### src/dcw_params.svh
// Offsets, field positions, reset values and timing counts of the DAC configuration port
`ifndef DCW_PARAMS_SVH
`define DCW_PARAMS_SVH

`define DCW_NUM_REGS 9
`define DCW_LAST_ADDR 5'h08
`define DCW_PTR_MAX 5'h1F

`define DCW_ADDR_GAIN_MODE 4'h0
`define DCW_ADDR_SINE_GAIN 4'h1
`define DCW_ADDR_SWITCH_SINE_RANGE_BIT 4'h2
`define DCW_ADDR_SINE_RANGE_BIT_DIV 4'h3
`define DCW_ADDR_DC_LOW 4'h4
`define DCW_ADDR_DC_MID 4'h5
`define DCW_ADDR_DC_HIGH 4'h6
`define DCW_ADDR_PULSE_FIRST 4'h7
`define DCW_ADDR_PULSE_SECOND 4'h8

`define DCW_RST_GAIN_MODE 8'h18
`define DCW_RST_SINE_RANGE_BIT_DIV 8'h07
`define DCW_RST_OTHER 8'h00

`define DCW_ID_MSB 7
`define DCW_ID_LSB 5
`define DCW_GAIN_MSB 4
`define DCW_GAIN_LSB 2
`define DCW_MODE_MSB 1
`define DCW_MODE_LSB 0
`define DCW_MASK_GAIN_MODE 8'h1F
`define DCW_MASK_PULSE 8'h1F
`define DCW_MASK_FULL 8'hFF

`define DCW_OP_WRITE 4'h4
`define DCW_OP_RESET 7'h03
`define DCW_MODE_PULSE 2'h3
`define DCW_GAIN_0DB 3'h0
`define DCW_GAIN_12DB 3'h2
`define DCW_GAIN_24DB 3'h4
`define DCW_GAIN_36DB 3'h6

`define DCW_OFF_TX 8'h00
`define DCW_OFF_STATUS 8'h04
`define DCW_TX_LAST_BIT 8

`define DCW_CLK_PERIOD_NS 10
`define DCW_SCLK_PERIOD_NS 160
`define DCW_SCLK_HALF_CYC (`DCW_SCLK_PERIOD_NS / (2 * `DCW_CLK_PERIOD_NS))

`endif

### src/dcw_pkg.sv
// Types shared by both ends of the DAC configuration port
package dcw_pkg;

  typedef enum logic [1:0] {
    DCW_DEV_CMD1 = 2'b00,
    DCW_DEV_CMD2 = 2'b01,
    DCW_DEV_DATA = 2'b10,
    DCW_DEV_SKIP = 2'b11
  } dcw_dev_state_e;

  typedef enum logic [1:0] {
    DCW_HOST_IDLE = 2'b00,
    DCW_HOST_LOW = 2'b01,
    DCW_HOST_HIGH = 2'b10,
    DCW_HOST_GAP = 2'b11
  } dcw_host_state_e;

  typedef logic [8:0][7:0] dcw_bank_t;

  typedef struct packed {
    dcw_dev_state_e st;
    logic sclk_prev;
    logic [7:0] shreg;
    logic [2:0] bits;
    logic [4:0] ptr;
    logic [3:0] left;
    dcw_bank_t regs;
    logic gain_ok;
    logic gen_reset;
    logic dout;
    logic dout_oe;
  } dcw_dev_s;

  typedef struct packed {
    dcw_host_state_e st;
    logic [7:0] shreg;
    logic [2:0] bits;
    logic [7:0] cnt;
    logic last;
    logic cs_n;
    logic sclk;
    logic din;
    logic dp_tx;
    logic [31:0] hrdata;
  } dcw_host_s;

endpackage

### src/dcw_if.sv
// Serial configuration link between host controller and DAC register bank
`timescale 1ns/1ps
`default_nettype none
interface dcw_if;
  logic cs_n;
  logic sclk;
  logic din;
  logic dout;
  logic dout_oe;

  modport dev (
    input cs_n,
    input sclk,
    input din,
    output dout,
    output dout_oe
  );

  modport host (
    output cs_n,
    output sclk,
    output din,
    input dout,
    input dout_oe
  );
endinterface
`default_nettype wire

### src/dcw_sync.sv
// Two-flop synchroniser for pins from outside the clock domain
`timescale 1ns/1ps
`default_nettype none
module dcw_sync #(
  parameter int WIDTH = 1,
  parameter logic [WIDTH-1:0] RESET_VALUE = '0
) (
  input wire logic hclk,
  input wire logic hresetn,
  input wire logic [WIDTH-1:0] d,
  output logic [WIDTH-1:0] q
);
  typedef struct packed {
    logic [WIDTH-1:0] meta;
    logic [WIDTH-1:0] stable;
  } dcw_sync_s;

  dcw_sync_s cur;
  dcw_sync_s next_cur;

  // First stage feeds only the second stage
  always_comb begin
    next_cur.meta = d;
    next_cur.stable = cur.meta;
  end

  always_ff @(posedge hclk or negedge hresetn) begin
    if (!hresetn) begin
      cur <= {RESET_VALUE, RESET_VALUE};
    end else begin
      cur <= next_cur;
    end
  end

  assign q = cur.stable;
endmodule
`default_nettype wire

### src/dcw_device.sv
// DAC configuration register bank with serial write and reset command decoder
// What this block does
// - Write is two command bytes then data
// - First byte: write code, start address
// - Second byte low nibble is count minus one
// - Data bytes MSB first, consecutive registers
// - Address pointer never wraps to zero
// - Reset command restores all register defaults
// - Same defaults at power-up, pin, command
// - Defaults: sine, 31.25 Hz, -36 dB, open
// - Nine 8-bit registers, addresses 0 to 8
// - Register 0 top bits are read-only ID
// - Register 0 bits 4:2 pick analog gain
// - Pulse levels ignore analog and digital gain
// - Reduced variant supports gains 000, 010, 100
// - Host rewrites gain before using reduced variant
// - Register 0 bits 1:0 pick mode
// - Mode change resets the signal generator
// - Sine gain reg 1, dc gain regs 4-6
// - Input sampled on rising serial clock edge
// - Reset command is 06h or 07h, alone
// - Chip select high aborts command, floats output
`include "dcw_params.svh"
`timescale 1ns/1ps
`default_nettype none
module dcw_device #(
  parameter bit REDUCED_RANGE = 1'b0,
  // Arbitrary identification value
  parameter logic [2:0] ID_VALUE = 3'h5
) (
  input wire logic hclk,
  input wire logic hresetn,
  dcw_if.dev link,
  input wire logic reset_powerdown_pin_n,
  output logic [7:0] gain_mode_ctrl,
  output logic [7:0] sine_digital_gain,
  output logic [7:0] switch_frequency_ctrl,
  output logic [7:0] frequency_divisor,
  output logic [23:0] dc_gain,
  output logic [7:0] pulse_level_first,
  output logic [7:0] pulse_level_second,
  output logic [2:0] analog_gain,
  output logic [1:0] mode,
  output logic analog_gain_used,
  output logic gain_supported,
  output logic signal_gen_reset
);

  dcw_pkg::dcw_dev_s cur;
  dcw_pkg::dcw_dev_s next_cur;
  logic [3:0] pins;
  logic s_cs_n;
  logic s_sclk;
  logic s_din;
  logic s_rst_n;

  // All four pins come from outside the clock domain
  dcw_sync #(
    .WIDTH(4),
    .RESET_VALUE(4'hD)
  ) u_sync (
    .hclk(hclk),
    .hresetn(hresetn),
    .d({link.cs_n, reset_powerdown_pin_n, link.sclk, link.din}),
    .q(pins)
  );

  assign s_cs_n = pins[3];
  assign s_rst_n = pins[2];
  assign s_sclk = pins[1];
  assign s_din = pins[0];

  function automatic dcw_pkg::dcw_bank_t default_bank();
    dcw_pkg::dcw_bank_t b;
    for (int i = 0; i < `DCW_NUM_REGS; i++) begin
      b[i] = `DCW_RST_OTHER;
    end
    b[`DCW_ADDR_GAIN_MODE] = `DCW_RST_GAIN_MODE;
    b[`DCW_ADDR_SINE_RANGE_BIT_DIV] = `DCW_RST_SINE_RANGE_BIT_DIV;
    return b;
  endfunction

  // Writable bits per address; ID and fixed-zero bits stay put
  function automatic logic [7:0] write_mask(input logic [4:0] a);
    logic [7:0] m;
    m = `DCW_MASK_FULL;
    if (a == {1'b0, `DCW_ADDR_GAIN_MODE}) begin
      m = `DCW_MASK_GAIN_MODE;
    end else if (a == {1'b0, `DCW_ADDR_PULSE_FIRST} || a == {1'b0, `DCW_ADDR_PULSE_SECOND}) begin
      m = `DCW_MASK_PULSE;
    end
    return m;
  endfunction

  function automatic logic gain_ok_of(input logic [2:0] g);
    logic ok;
    if (REDUCED_RANGE) begin
      ok = (g == `DCW_GAIN_0DB) || (g == `DCW_GAIN_12DB) || (g == `DCW_GAIN_24DB);
    end else begin
      ok = (g <= `DCW_GAIN_36DB);
    end
    return ok;
  endfunction

  always_comb begin
    logic [7:0] rx_byte;
    logic rise;
    logic [7:0] m;
    rx_byte = {cur.shreg[6:0], s_din};
    rise = s_sclk & ~cur.sclk_prev & ~s_cs_n;
    m = write_mask(cur.ptr);
    next_cur = cur;
    next_cur.sclk_prev = s_sclk;
    next_cur.gen_reset = 1'b0;
    // No read command, so the output is never driven
    next_cur.dout = 1'b0;
    next_cur.dout_oe = 1'b0;
    if (s_cs_n) begin
      next_cur.st = dcw_pkg::DCW_DEV_CMD1;
      next_cur.bits = 3'h0;
    end else if (rise) begin
      next_cur.shreg = rx_byte;
      next_cur.bits = cur.bits + 3'h1;
      if (cur.bits == 3'h7) begin
        unique case (cur.st)
          dcw_pkg::DCW_DEV_CMD1: begin
            if (rx_byte[7:4] == `DCW_OP_WRITE) begin
              next_cur.ptr = {1'b0, rx_byte[3:0]};
              next_cur.st = dcw_pkg::DCW_DEV_CMD2;
            end else if (rx_byte[7:1] == `DCW_OP_RESET) begin
              next_cur.regs = default_bank();
            end else begin
              // Read and unknown opcodes: drop the rest of the frame
              next_cur.st = dcw_pkg::DCW_DEV_SKIP;
            end
          end
          dcw_pkg::DCW_DEV_CMD2: begin
            next_cur.left = rx_byte[3:0];
            next_cur.st = dcw_pkg::DCW_DEV_DATA;
          end
          dcw_pkg::DCW_DEV_DATA: begin
            for (int i = 0; i < `DCW_NUM_REGS; i++) begin
              if (cur.ptr == 5'(i)) begin
                next_cur.regs[i] = (rx_byte & m) | (cur.regs[i] & ~m);
              end
            end
            // Addresses above the bank fall through unmatched
            if (cur.ptr > `DCW_LAST_ADDR) begin
              next_cur.regs = cur.regs;
            end
            // Saturating pointer: counts beyond 8 can never alias address 0
            if (cur.ptr != `DCW_PTR_MAX) begin
              next_cur.ptr = cur.ptr + 5'h01;
            end
            if (cur.left == 4'h0) begin
              next_cur.st = dcw_pkg::DCW_DEV_CMD1;
            end else begin
              next_cur.left = cur.left - 4'h1;
            end
          end
          dcw_pkg::DCW_DEV_SKIP: begin
            next_cur.st = dcw_pkg::DCW_DEV_SKIP;
          end
        endcase
      end
    end
    // Pin held low keeps the bank at defaults, so release leaves defaults
    if (!s_rst_n) begin
      next_cur.regs = default_bank();
      next_cur.st = dcw_pkg::DCW_DEV_CMD1;
      next_cur.bits = 3'h0;
    end
    if (next_cur.regs[0][`DCW_MODE_MSB:`DCW_MODE_LSB] != cur.regs[0][`DCW_MODE_MSB:`DCW_MODE_LSB]) begin
      next_cur.gen_reset = 1'b1;
    end
    next_cur.gain_ok = gain_ok_of(next_cur.regs[0][`DCW_GAIN_MSB:`DCW_GAIN_LSB]);
  end

  always_ff @(posedge hclk or negedge hresetn) begin
    if (!hresetn) begin
      cur.st <= dcw_pkg::DCW_DEV_CMD1;
      cur.sclk_prev <= 1'b0;
      cur.shreg <= 8'h00;
      cur.bits <= 3'h0;
      cur.ptr <= 5'h00;
      cur.left <= 4'h0;
      cur.regs <= default_bank();
      cur.gain_ok <= !REDUCED_RANGE;
      cur.gen_reset <= 1'b0;
      cur.dout <= 1'b0;
      cur.dout_oe <= 1'b0;
    end else begin
      cur <= next_cur;
    end
  end

  assign gain_mode_ctrl = {ID_VALUE, cur.regs[0][`DCW_GAIN_MSB:0]};
  assign sine_digital_gain = cur.regs[`DCW_ADDR_SINE_GAIN];
  assign switch_frequency_ctrl = cur.regs[`DCW_ADDR_SWITCH_SINE_RANGE_BIT];
  assign frequency_divisor = cur.regs[`DCW_ADDR_SINE_RANGE_BIT_DIV];
  assign dc_gain = {cur.regs[`DCW_ADDR_DC_HIGH], cur.regs[`DCW_ADDR_DC_MID], cur.regs[`DCW_ADDR_DC_LOW]};
  assign pulse_level_first = cur.regs[`DCW_ADDR_PULSE_FIRST];
  assign pulse_level_second = cur.regs[`DCW_ADDR_PULSE_SECOND];
  assign analog_gain = cur.regs[0][`DCW_GAIN_MSB:`DCW_GAIN_LSB];
  assign mode = cur.regs[0][`DCW_MODE_MSB:`DCW_MODE_LSB];
  // Pulse levels bypass both gain paths
  assign analog_gain_used = (cur.regs[0][`DCW_MODE_MSB:`DCW_MODE_LSB] != `DCW_MODE_PULSE);
  assign gain_supported = cur.gain_ok;
  assign signal_gen_reset = cur.gen_reset;
  assign link.dout = cur.dout;
  assign link.dout_oe = cur.dout_oe;

endmodule
`default_nettype wire

### src/flat_wrapper.sv
// flat-port wrapper written by rule: the top's interface ports become plain ports
module dcw_device_flat 
#(
  parameter bit REDUCED_RANGE = 1'b0,
                                   
  parameter logic [2:0] ID_VALUE = 3'h5
)
  (hclk, hresetn, reset_powerdown_pin_n, gain_mode_ctrl, sine_digital_gain, switch_frequency_ctrl, frequency_divisor, dc_gain, pulse_level_first, pulse_level_second, analog_gain, mode, analog_gain_used, gain_supported, signal_gen_reset, link_cs_n, link_sclk, link_din, link_dout, link_dout_oe);
  dcw_if link_i ();
  input wire logic hclk;
  input wire logic hresetn;
  input wire logic reset_powerdown_pin_n;
  output logic [7:0] gain_mode_ctrl;
  output logic [7:0] sine_digital_gain;
  output logic [7:0] switch_frequency_ctrl;
  output logic [7:0] frequency_divisor;
  output logic [23:0] dc_gain;
  output logic [7:0] pulse_level_first;
  output logic [7:0] pulse_level_second;
  output logic [2:0] analog_gain;
  output logic [1:0] mode;
  output logic analog_gain_used;
  output logic gain_supported;
  output logic signal_gen_reset;
  input wire logic [$bits(link_i.cs_n)-1:0] link_cs_n;
  input wire logic [$bits(link_i.sclk)-1:0] link_sclk;
  input wire logic [$bits(link_i.din)-1:0] link_din;
  output wire logic [$bits(link_i.dout)-1:0] link_dout;
  output wire logic [$bits(link_i.dout_oe)-1:0] link_dout_oe;
  assign link_i.cs_n = link_cs_n;
  assign link_i.sclk = link_sclk;
  assign link_i.din = link_din;
  assign link_dout = link_i.dout;
  assign link_dout_oe = link_i.dout_oe;
  dcw_device #(.REDUCED_RANGE(REDUCED_RANGE), .ID_VALUE(ID_VALUE)) u_core (.hclk(hclk), .hresetn(hresetn), .link(link_i), .reset_powerdown_pin_n(reset_powerdown_pin_n), .gain_mode_ctrl(gain_mode_ctrl), .sine_digital_gain(sine_digital_gain), .switch_frequency_ctrl(switch_frequency_ctrl), .frequency_divisor(frequency_divisor), .dc_gain(dc_gain), .pulse_level_first(pulse_level_first), .pulse_level_second(pulse_level_second), .analog_gain(analog_gain), .mode(mode), .analog_gain_used(analog_gain_used), .gain_supported(gain_supported), .signal_gen_reset(signal_gen_reset));
endmodule
### config.mk
export PLATFORM = sky130hd
export DESIGN_NAME = dcw_device_flat
export DESIGN_NICKNAME = d
export VERILOG_FILES = /design/src/dcw_pkg.sv /design/src/dcw_if.sv /design/src/dcw_sync.sv /design/src/dcw_device.sv /design/src/flat_wrapper.sv
export VERILOG_INCLUDE_DIRS = /design/src
export SDC_FILE = /design/constraint.sdc
export NUM_CORES = 1
export LEC_CHECK = 0
export ABC_AREA = 1
export ABC_CLOCK_PERIOD_IN_PS = 2600
export BUFFER_PORTS_ARGS = -buffer_cell sky130_fd_sc_hd__clkbuf_2
export CORE_UTILIZATION = 28
export DETAILED_ROUTE_END_ITERATION = 6
export PLACE_DENSITY = 0.45
export SKIP_CTS_REPAIR_TIMING = 1
export SYNTH_ARGS = -nofsm -noshare
export SYNTH_HDL_FRONTEND = slang
export SYNTH_SLANG_ARGS = --single-unit
### constraint.sdc
create_clock -name hclk -period 2.6 [get_ports hclk]
set_clock_uncertainty 0.2 [all_clocks]
set_input_delay 0 -clock hclk [delete_from_list [all_inputs] [get_ports hclk]]
set_output_delay 0 -clock hclk [all_outputs]
set_load 0.02 [all_outputs]
==> impl_metrics.py, run 1 <==
metrics = {
    "outcome": {
        "status": "complete, no violations",
    },
    "logic_synthesis": {
        "synth-edff-count": 0,
        "synth_area_sq_mm": 0.005612,
        "async_flop_share_pct": 100.0,
        "synth_cells": 653,
        "ys_ff_latch": 101,
        "avgSynthCellArea_sq_um": 8.594,
        "ys_types": 32,
        "synth_flop_cell": "dfrtp_1",
        "synth_warnings": 0,
        "seq_area_frac_synth_pct": 45.31,
    },
    "clock_network": {
        "cts_max_level": 3,
        "cts_buffers": 9,
        "clockBufferDepth": 2,
        "path_clk_slew_ns": 0.07,
        "root_buffer": "clkbuf_16",
        "tritoncts": "built",
        "clock_latency_ns": 0.35,
        "cts.sinks": 101,
    },
    "grt": {
        "use_met2_pct": 22.38,
        "gr-usage-met3_pct": 2.899,
        "top_usage_layer": "met2",
        "grt_use_total_pct": 13.39,
        "grt_max_degree": 65,
        "use_met1_pct": 17.25,
        "grt_pass1_vias": 3895,
        "grt_overflow_total": 0,
        "grt_pass1_wl_mm": 20.83,
        "antenna_found_initial": 0,
    },
    "placed_design": {
        "port_buffers": 82,
        "place_inst": 913,
        "gp_congestion": 0.8393,
        "hpwl_mm": 9.456,
    },
    "detailed_routing": {
        "via_per_inst": 4.369,
        "drt-wirelength-per-cell_um": 13.98,
        "antenna_left": 0,
        "vias": 4089,
        "drtIter0Drc": 268,
        "first_pass_iters": 5,
        "wirelength_mm": 13.09,
        "drc_errors": 0,
    },
    "critical_path": {
        "timing.rr.end": "u_core.pulse_level_second[4]",
        "crit_buf_inv": 2,
        "crit_chain": "inv_1 -> ha_1 -> nand2_1 -> inv_1 -> o21ai_0 -> nand2_1 -> nor2_2 -> nand2_1 -> nand2_1",
        "reg2reg_from": "u_core.cur[97]",
        "crit_path_top_delay_cell": "dfrtp_1",
        "crit_type": "reg -> reg",
        "cp-end-kind": "register",
        "slowest_delay_ns": 0.41,
        "rrSetupSlack_ns": 0.28,
        "crit_cells": 9,
        "start_kind": "register",
        "rr_worst_depth": 9,
        "cpMostUsedCell": "nand2_1",
        "critPathTopFamily": "simple AND/OR/NAND/NOR gates",
        "crit_path_max_fanout": 12,
        "cp_data_required_time_ns": 2.64,
        "startpoint": "u_core.cur[97]",
        "cp-endpoint": "u_core.pulse_level_second[4]",
        "worstPathArrival_ns": 2.36,
    },
    "die": {
        "die_area_sq_mm": 0.02061,
        "rows": 51,
        "fp.dieH_um": 143.6,
        "start_util_pct": 28.74,
        "pin_count": 88,
        "fp.dieW_um": 143.6,
        "core_area_sq_mm": 0.01953,
    },
    "layout": {
        "final-instance-count-excl-fill": 936,
        "n_antenna_cell": 0,
        "fin_nets": 684,
        "num-fill-cells": 2129,
        "drive_gt1_share_pct": 24.89,
        "syn_to_final_growth_pct": 8.317,
    },
    "sta": {
        "drv_slew": 0,
        "setup_viol": 0,
        "fmax_ghz": 0.4305,
        "timing.slew.headroom_pct": 66.17,
        "final.period_utilization_pct": 89.34,
        "worst_pin_slew_ns": 0.5074,
        "rsz0062_at_grt": "no",
        "fin_crit_ns": 2.323,
        "hold_viol": 0,
        "tns_ns": 0,
    },
    "power_and_ir_drop": {
        "p_per_area_mw_per_mm2": 575.7,
        "max-vdd-ir-drop_uv": 315.5,
        "leakage_nw": 3.018,
        "p_sw_mw": 0.9086,
        "intPower_mw": 2.591,
        "combPwrFrac_pct": 9.9,
        "switching_share_pct": 25.96,
        "clkPwrFrac_pct": 42.7,
        "share_seq_of_total_power_pct": 47.4,
    },
    "min_path": {
        "min_path_type": "in -> reg",
    },
    "job": {
        "drv_cap": 0,
    },
}
[per-layer routing]
layer / vias to the layer above / wire (um)
met5: - / 0
met4: 0 / 177
met3: 12 / 515
met2: 93 / 6198
met1: 1953 / 6193
li1: 2031 / -
[final cells by class]
| class | count | area (sq um) | share of cell area [%] |
|---|---|---|---|
| clock inverter | 6 | 91.34 | 1.503 |
| tap | 265 | 331.6 | 5.455 |
| timing repair buffer | 95 | 540.5 | 8.893 |
| inverter | 49 | 185.2 | 3.047 |
| multi-input combinational | 410 | 2148 | 35.34 |
| sequential | 101 | 2542 | 41.83 |
| clock buffer | 10 | 239.0 | 3.932 |
[cell usage in the layout, fill, tap and decap left out, types with 3 or more instances in the layout]
master / count
inv_6: 3
inv_1: 45
nand2_2: 3
dfstp_2: 12
o31ai_1: 4
nor3_1: 3
nor2_1: 27
nor2_2: 4
o21ai_1: 28
o21ai_0: 36
clkbuf_2: 81
dfrtp_1: 89
o21ai_2: 29
conb_1: 5
nand2_1: 209
a21oi_1: 8
dlygate4sd3_1: 7
clkbuf_16: 9
ha_1: 12
nand4_4: 7
buf_4: 6
nand3_1: 17
a31oi_1: 6
[cells in the mapped netlist (2+ instances only)]
master / instances / area (sq um)
nand3_2: 2 / 20.02
nand2_1: 210 / 788.3
inv_1: 45 / 168.9
buf_4: 83 / 623.1
dfrtp_1: 89 / 2227
dfstp_2: 12 / 315.3
o21ai_2: 29 / 254.0
a21oi_1: 8 / 40.04
ha_1: 12 / 150.1
nor2_1: 27 / 101.4
nand4_4: 7 / 148.9
o21bai_1: 2 / 15.01
o31ai_1: 4 / 30.03
nand4_1: 2 / 12.51
nand3_1: 17 / 85.08
buf_2: 3 / 15.01
clkinv_1: 2 / 7.510
o21ai_0: 36 / 180.2
nor2_2: 4 / 25.02
nor3_1: 3 / 15.01
buf_6: 10 / 112.6
conb_1: 2 / 7.510
nand2_2: 2 / 12.51
o21ai_1: 28 / 140.1
a31oi_1: 6 / 37.54
inv_2: 2 / 7.510
[worst reg2reg max path, cell delays in order, from the launching register on]
cell	delay, ns
dfrtp_1	0.41
inv_1	0.13
ha_1	0.31
nand2_1	0.17
inv_1	0.24
o21ai_0	0.14
nand2_1	0.31
nor2_2	0.13
nand2_1	0.10
nand2_1	0.06
[how the worst min path moves through the flow]
stage | start | endpoint | depth (start not counted) | slack, ns
floorplan | hresetn | u_core.analog_gain[0] | 0 | -0.50
global placement | hresetn | u_core.u_sync.cur[5] | 1 | -0.19
detailed placement | hresetn | u_core.u_sync.cur[5] | 1 | -0.18
CTS | hresetn | u_core.u_sync.cur[5] | 1 | -0.57
global route | link_din | u_core.u_sync.cur[4] | 2 | 0.07
finish | link_cs_n | u_core.u_sync.cur[7] | 2 | 0.07
[per-stage QoR]
stage / hold WS, ns / power (mW) / setup WS, ns / utilization (%) / instance area [sq um]
after floorplan: -0.4956 / 1.940 / 0.6877 / - / 5623
after global placement: -0.1927 / 2.027 / 0.3137 / 29.06 / 5674
after detailed placement: -0.1842 / 2.030 / 0.2790 / 29.06 / 5674
after CTS: -0.5713 / 3.548 / 0.2655 / 30.75 / 6005
after global routing: 0.06873 / 3.671 / 0.01599 / 31.13 / 6078
final: 0.07333 / 3.500 / 0.2772 / 31.13 / 6078
[flip-flops by register name, indices dropped and copies added, names as in the netlist, 8 cells and up]
register                      count
u_core.pulse_level_first          8
u_core.switch_frequency_ctrl      8
u_core.dc_gain                   24
u_core.cur                       22
u_core.sine_digital_gain          8
u_core.pulse_level_second         8
u_core.frequency_divisor          8
[power by group through the flow]
stage / sequential, mW / combinational [mW] / clock [mW]
2_1_floorplan: 1.68 / 0.265 / 0
3_3_place_gp: 1.69 / 0.338 / 0
3_5_place_dp: 1.69 / 0.339 / 0
4_1_cts: 1.66 / 0.341 / 1.55
5_1_grt: 1.67 / 0.389 / 1.62
6_report: 1.66 / 0.345 / 1.50
[logic make-up after synthesis]
group / synth area share [%]
DFF: 45.31
adders and majority gates: 2.676
AOI/OAI and AO/OA: 12.55
xor gates and xnor gates: 0.1561
and+or+nand+nor: 22.52
other: 0.1338
buffers and inverters: 16.66
Note: power is estimated with default switching activity, not from simulation.
==> inputs of run 2 (changes only) <==
Settings changed: BUFFER_PORTS_ARGS -buffer_cell sky130_fd_sc_hd__clkbuf_2 to -buffer_cell sky130_fd_sc_hd__buf_2, CORE_ASPECT_RATIO from default to 2, HOLD_SLACK_MARGIN from default to 0.06.
==> run 2 against run 1 <==
  * Via count rose by 0.83%
  * Count of clock-buffer cells in the layout rose by 5
  * Routed wire length is 6.5% higher
  * Fmax grew 1.1%
  * Critical path depth increased by 1
  * Hold slack better by 0.0036 ns
  * Global-route usage increased by 0.69 points
  * Largest power group unchanged
==> impl_metrics.py, run 2 (same netlist as run 1, synthesis figures left out) <==
metrics = {
    "sta": {
        "hold_viol": 0,
        "tns_ns": 0,
        "rsz0062_at_grt": "no",
        "setup_viol": 0,
        "drv_slew": 0,
        "fmax_ghz": 0.4350,
        "final.period_utilization_pct": 88.41,
        "fin_crit_ns": 2.299,
    },
    "layout": {
        "fin_nets": 685,
        "num-fill-cells": 2117,
        "multiInputGateArea_sq_mm": 0.002146,
        "drive_gt1_share_pct": 24.40,
        "n_antenna_cell": 0,
        "largest_reg_flops": 24,
        "layout_common_cells": "nand2_1, dfrtp_1, buf_2",
        "syn_to_final_growth_pct": 7.848,
        "layout_commonest_cell": "nand2_1",
        "ff_latch_area_sq_mm": 0.002542,
        "design_area_sq_mm": 0.006052,
    },
    "critical_path": {
        "crit_path_top_delay_cell": "dfrtp_1",
        "crit_buf_inv": 2,
        "cp_data_required_time_ns": 2.66,
        "slowest_delay_ns": 0.41,
        "crit_type": "reg -> reg",
        "rrSetupSlack_ns": 0.30,
        "worstPathArrival_ns": 2.36,
        "cp-end-kind": "register",
        "start_kind": "register",
        "crit_chain": "inv_1 -> ha_1 -> inv_1 -> nor2_2 -> nand2_1 -> nand2_1 -> nand2_1 -> nor2_1 -> nand2_1 -> o31ai_1",
        "crit_path_max_fanout": 7,
        "critPathTopFamily": "simple AND/OR/NAND/NOR gates",
        "cpMostUsedCell": "nand2_1",
    },
    "detailed_routing": {
        "drtIter0Drc": 179,
        "via_per_inst": 4.429,
        "antenna_left": 0,
        "drt-wirelength-per-cell_um": 14.97,
        "wirelength_mm": 13.94,
        "vias": 4123,
        "first_pass_iters": 4,
        "drc_errors": 0,
    },
    "die": {
        "start_util_pct": 28.84,
        "fp.dieW_um": 102.1,
        "pin_count": 88,
        "core_area_sq_mm": 0.01946,
        "fp.dieH_um": 202.2,
        "rows": 72,
        "die_area_sq_mm": 0.02065,
    },
    "job": {
        "drv_cap": 0,
    },
    "placed_design": {
        "gp_congestion": 0.8137,
        "dpl_cell_area_sq_mm": 0.005674,
        "port_buffers": 82,
        "hpwl_mm": 10.55,
    },
    "grt": {
        "grt_pass1_vias": 3981,
        "antenna_found_initial": 0,
        "grt_use_total_pct": 14.08,
        "grt_pass1_wl_mm": 21.76,
        "grt_max_degree": 45,
        "grt_overflow_total": 0,
    },
    "clock_network": {
        "path_clk_slew_ns": 0.07,
        "cts_buffers": 9,
        "clock_latency_ns": 0.36,
        "tritoncts": "built",
        "cts.sinks": 101,
        "clockBufferDepth": 2,
        "root_buffer": "clkbuf_16",
        "cts_max_level": 3,
    },
    "outcome": {
        "status": "complete, no violations",
    },
    "min_path": {
        "min_path_type": "in -> reg",
    },
    "power_and_ir_drop": {
        "p_per_area_mw_per_mm2": 564.1,
        "leakage_nw": 3.065,
        "max-vdd-ir-drop_uv": 395.3,
    },
}
run 2: power by group:
group | switching, mW | internal, mW | total (mW) | leakage (nW)
registers | 0.0412 | 1.62 | 1.66 | 1.36
logic | 0.258 | 0.0943 | 0.352 | 1.56
clock network | 0.597 | 0.802 | 1.40 | 0.144
run 2: final timing paths:
kind	to	cells past startpoint	from
min in group asynchronous	u_core.gain_supported	3	hresetn
hold / removal	u_core.u_sync.cur[4]	2	link_din
hold reg to reg	u_core.u_sync.q[0]	0	u_core.u_sync.cur[4]
setup / recovery	u_core.pulse_level_second[1]	10	u_core.cur[80]
setup reg to reg	u_core.pulse_level_second[1]	10	u_core.cur[80]
max in group asynchronous	u_core.frequency_divisor[1]	4	hresetn
run 2: final cells by class:
| cell class | count | share of cell area (%) |
|---|---|---|
| Sequential cell | 101 | 42.01 |
| Inverter | 49 | 3.039 |
| Tap cell | 259 | 5.355 |
| Timing Repair Buffer | 96 | 9.221 |
| Clock buffer | 15 | 4.424 |
| Clock inverter | 1 | 0.4962 |
| Multi-Input combinational cell | 410 | 35.46 |
run 2: per-layer routing:
metal / track usage, % / routed length (um) / vias up
met5: 0 / 0 / -
met4: 6.990 / 424 / 0
met3: 1.936 / 512 / 23
met2: 26.99 / 8011 / 95
met1: 14.22 / 4993 / 1974
li1: - / - / 2031
run 2: stage by stage:
stage                     worst slack [ns]  hold slack [ns]  power (mW)  instances  utilization, %
after floorplan                     0.6877          -0.4956       1.940        656               -
after global placement              0.3226          -0.1632       2.035        908           29.16
after detailed placement            0.2779          -0.1594       2.038        908           29.16
after CTS                           0.2519          -0.5464       3.455        924           30.69
after global routing               0.02597          0.07482       3.546        931           31.10
final                               0.3014          0.07693       3.414        931           31.10
==> inputs of run 3 (changes only) <==
Settings changed: ABC_AREA 1 to default, PLACE_DENSITY 0.45 to 0.46.
==> run 3 against run 2 <==
  * The flow now finishes with violations (design-rule violations)
  * Global-route usage down 0.37 points
  * Via count fell by 19%
  * Non-clock buffer count rose by 25
  * Core utilization is 1.1 points higher
  * Critical endpoint is now u_core.gain_supported
  * Largest power group unchanged
==> impl_metrics.py, run 3 <==
metrics = {
    "outcome": {
        "violations": "design-rule violations",
        "status": "finished, violations left",
    },
    "grt": {
        "grt_pass1_wl_mm": 19.93,
        "grt_pass1_vias": 3581,
        "antenna_found_initial": 0,
        "grt_max_degree": 57,
        "grt_overflow_total": 0,
        "grt_use_total_pct": 13.71,
    },
    "die": {
        "fp.dieW_um": 98.35,
        "pin_count": 88,
        "start_util_pct": 28.54,
        "rows": 70,
        "fp.dieH_um": 194.7,
        "die_area_sq_mm": 0.01915,
        "core_area_sq_mm": 0.01822,
    },
    "logic_synthesis": {
        "synth_top_family_by_area": "buffers and inverters",
        "synth_area_sq_mm": 0.005199,
        "async_flop_share_pct": 100.0,
        "ys_types": 58,
        "synthTopCellsByCount": "dfrtp_1, buf_4, nand2_1",
        "synthSimpleGateAreaFrac_pct": 10.37,
        "synth_flop_cell": "dfrtp_1",
        "synth_compound_area_share_pct": 13.67,
        "synth_xor_area_share_pct": 0.1685,
        "synth_most_common_cell": "dfrtp_1",
        "yosys.area.top_type": "dfrtp_1",
        "ys_top_cells_by_area": "dfrtp_1, buf_4, mux2_2",
        "muxShareOfSynthArea_pct": 9.651,
        "yosys.area_share.adder_pct": 2.888,
        "synth_cells": 463,
        "ys_ff_latch": 101,
        "avgSynthCellArea_sq_um": 11.23,
        "yosysTopAreaCellShare_pct": 42.84,
        "synth_warnings": 0,
        "synth-edff-count": 0,
        "seq_area_frac_synth_pct": 48.90,
    },
    "placed_design": {
        "gp_congestion": 0.7908,
        "dpl_cell_area_sq_mm": 0.005517,
        "port_buffers": 82,
        "hpwl_mm": 9.384,
    },
    "critical_path": {
        "rr_worst_depth": 7,
        "slowest_delay_ns": 0.52,
        "cp_data_required_time_ns": 2.68,
        "crit_path_top_delay_cell": "or4b_4",
        "reg2reg_from": "u_core.cur[80]",
        "timing.rr.end": "u_core.gain_supported",
        "critPathTopFamily": "simple AND/OR/NAND/NOR gates",
        "worstPathArrival_ns": 2.58,
        "rrSetupSlack_ns": 0.10,
        "crit_path_max_fanout": 4,
        "start_kind": "register",
        "cp-end-kind": "register",
        "cpMostUsedCell": "or4b_4",
        "crit_cells": 7,
        "crit_buf_inv": 1,
        "crit_chain": "inv_1 -> ha_2 -> or4b_4 -> nor3_4 -> or4b_4 -> a22o_1 -> nand4_1",
        "crit_type": "reg -> reg",
    },
    "power_and_ir_drop": {
        "switching_share_pct": 26.01,
        "max-vdd-ir-drop_uv": 268.2,
        "p_sw_mw": 0.8545,
        "p_per_area_mw_per_mm2": 560.7,
        "leakage_nw": 2.841,
        "power_mw": 3.285,
        "combPwrFrac_pct": 11.4,
        "share_seq_of_total_power_pct": 51.0,
        "intPower_mw": 2.431,
        "clkPwrFrac_pct": 37.6,
    },
    "detailed_routing": {
        "vias": 3353,
        "first_pass_iters": 6,
        "via_per_inst": 4.650,
        "drc_errors": 10,
        "drtIter0Drc": 127,
        "antenna_left": 0,
        "wirelength_mm": 12.32,
        "drt-wirelength-per-cell_um": 17.08,
    },
    "layout": {
        "multiInputGateArea_sq_mm": 0.001952,
        "largest_reg_flops": 24,
        "final_util_pct": 32.16,
        "layout_common_cells": "dfrtp_1, buf_2, nand2_1",
        "fin_nets": 518,
        "design_area_sq_mm": 0.005859,
        "ff_latch_area_sq_mm": 0.002542,
        "drive_gt1_share_pct": 38.81,
        "layout_commonest_cell": "dfrtp_1",
        "n_antenna_cell": 0,
        "syn_to_final_growth_pct": 12.71,
        "num-fill-cells": 1859,
    },
    "sta": {
        "rsz0062_at_grt": "no",
        "fin_crit_ns": 2.496,
        "setup_viol": 0,
        "tns_ns": 0,
        "worst_pin_slew_ns": 0.6859,
        "final.period_utilization_pct": 96.00,
        "fmax_ghz": 0.4006,
        "drv_slew": 0,
        "hold_viol": 0,
        "timing.slew.headroom_pct": 54.10,
    },
    "clock_network": {
        "path_clk_slew_ns": 0.07,
        "cts.sinks": 101,
        "root_buffer": "clkbuf_16",
        "cts_max_level": 3,
        "cts_buffers": 9,
        "clock_latency_ns": 0.35,
        "clockBufferDepth": 2,
        "tritoncts": "built",
    },
    "min_path": {
        "min_path_type": "in -> async",
    },
    "job": {
        "drv_cap": 0,
    },
}
## run 3: area by class of cell
type | instances | area share [%]
timing repair buffer | 121 | 13.11
clock buffer | 10 | 3.908
clock inverter | 6 | 0.7047
inverter | 15 | 0.9609
multi-input combinational | 252 | 33.31
tap | 216 | 4.612
sequential | 101 | 43.39
## run 3: per-stage QoR
stage	hold slack [ns]	std cells	setup WS, ns
after global placement	-0.1414	700	0.01148
after detailed placement	-0.1378	700	-0.007890
final	0.007475	721	0.1039
after floorplan	-0.4956	466	0.1119
after CTS	-0.5222	716	-0.06315
after global routing	0.06975	721	0.005406
## run 3: power by group through the flow
stage                     Sequential (mW)  Clock (mW)  Combinational [mW]
after global routing                 1.68        1.34               0.411
after floorplan                      1.71           0               0.178
final                                1.67        1.24               0.375
after global placement               1.70           0               0.365
after detailed placement             1.70           0               0.368
after CTS                            1.67        1.29               0.369
## run 3: worst max path at each step
stage / start / end
after floorplan: u_core.cur[85] / u_core.pulse_level_first[0]
after global placement: u_core.cur[80] / u_core.dc_gain[11]
after detailed placement: u_core.cur[80] / u_core.switch_frequency_ctrl[3]
after CTS: u_core.cur[80] / u_core.switch_frequency_ctrl[3]
after global routing: u_core.cur[85] / u_core.pulse_level_second[6]
final: u_core.cur[80] / u_core.gain_supported
## run 3: metal layers
| metal | vias to the layer above | part of all wire, % | GRT usage, % |
|---|---|---|---|
| met4 | 0 | 3.9 | 7.573 |
| met1 | 1676 | 37 | 14.13 |
| li1 | 1591 | - | - |
| met3 | 23 | 2.8 | 2.265 |
| met5 | - | 0 | 0 |
| met2 | 63 | 56 | 25.80 |
## run 3: cells by family after synthesis
logic type	Yosys count
DFF	101
muxes	45
xor gates and xnor gates	1
AOI/OAI and AO/OA	86
buffers and inverters	113
adders and majority gates	12
other	2
and+or+nand+nor	103
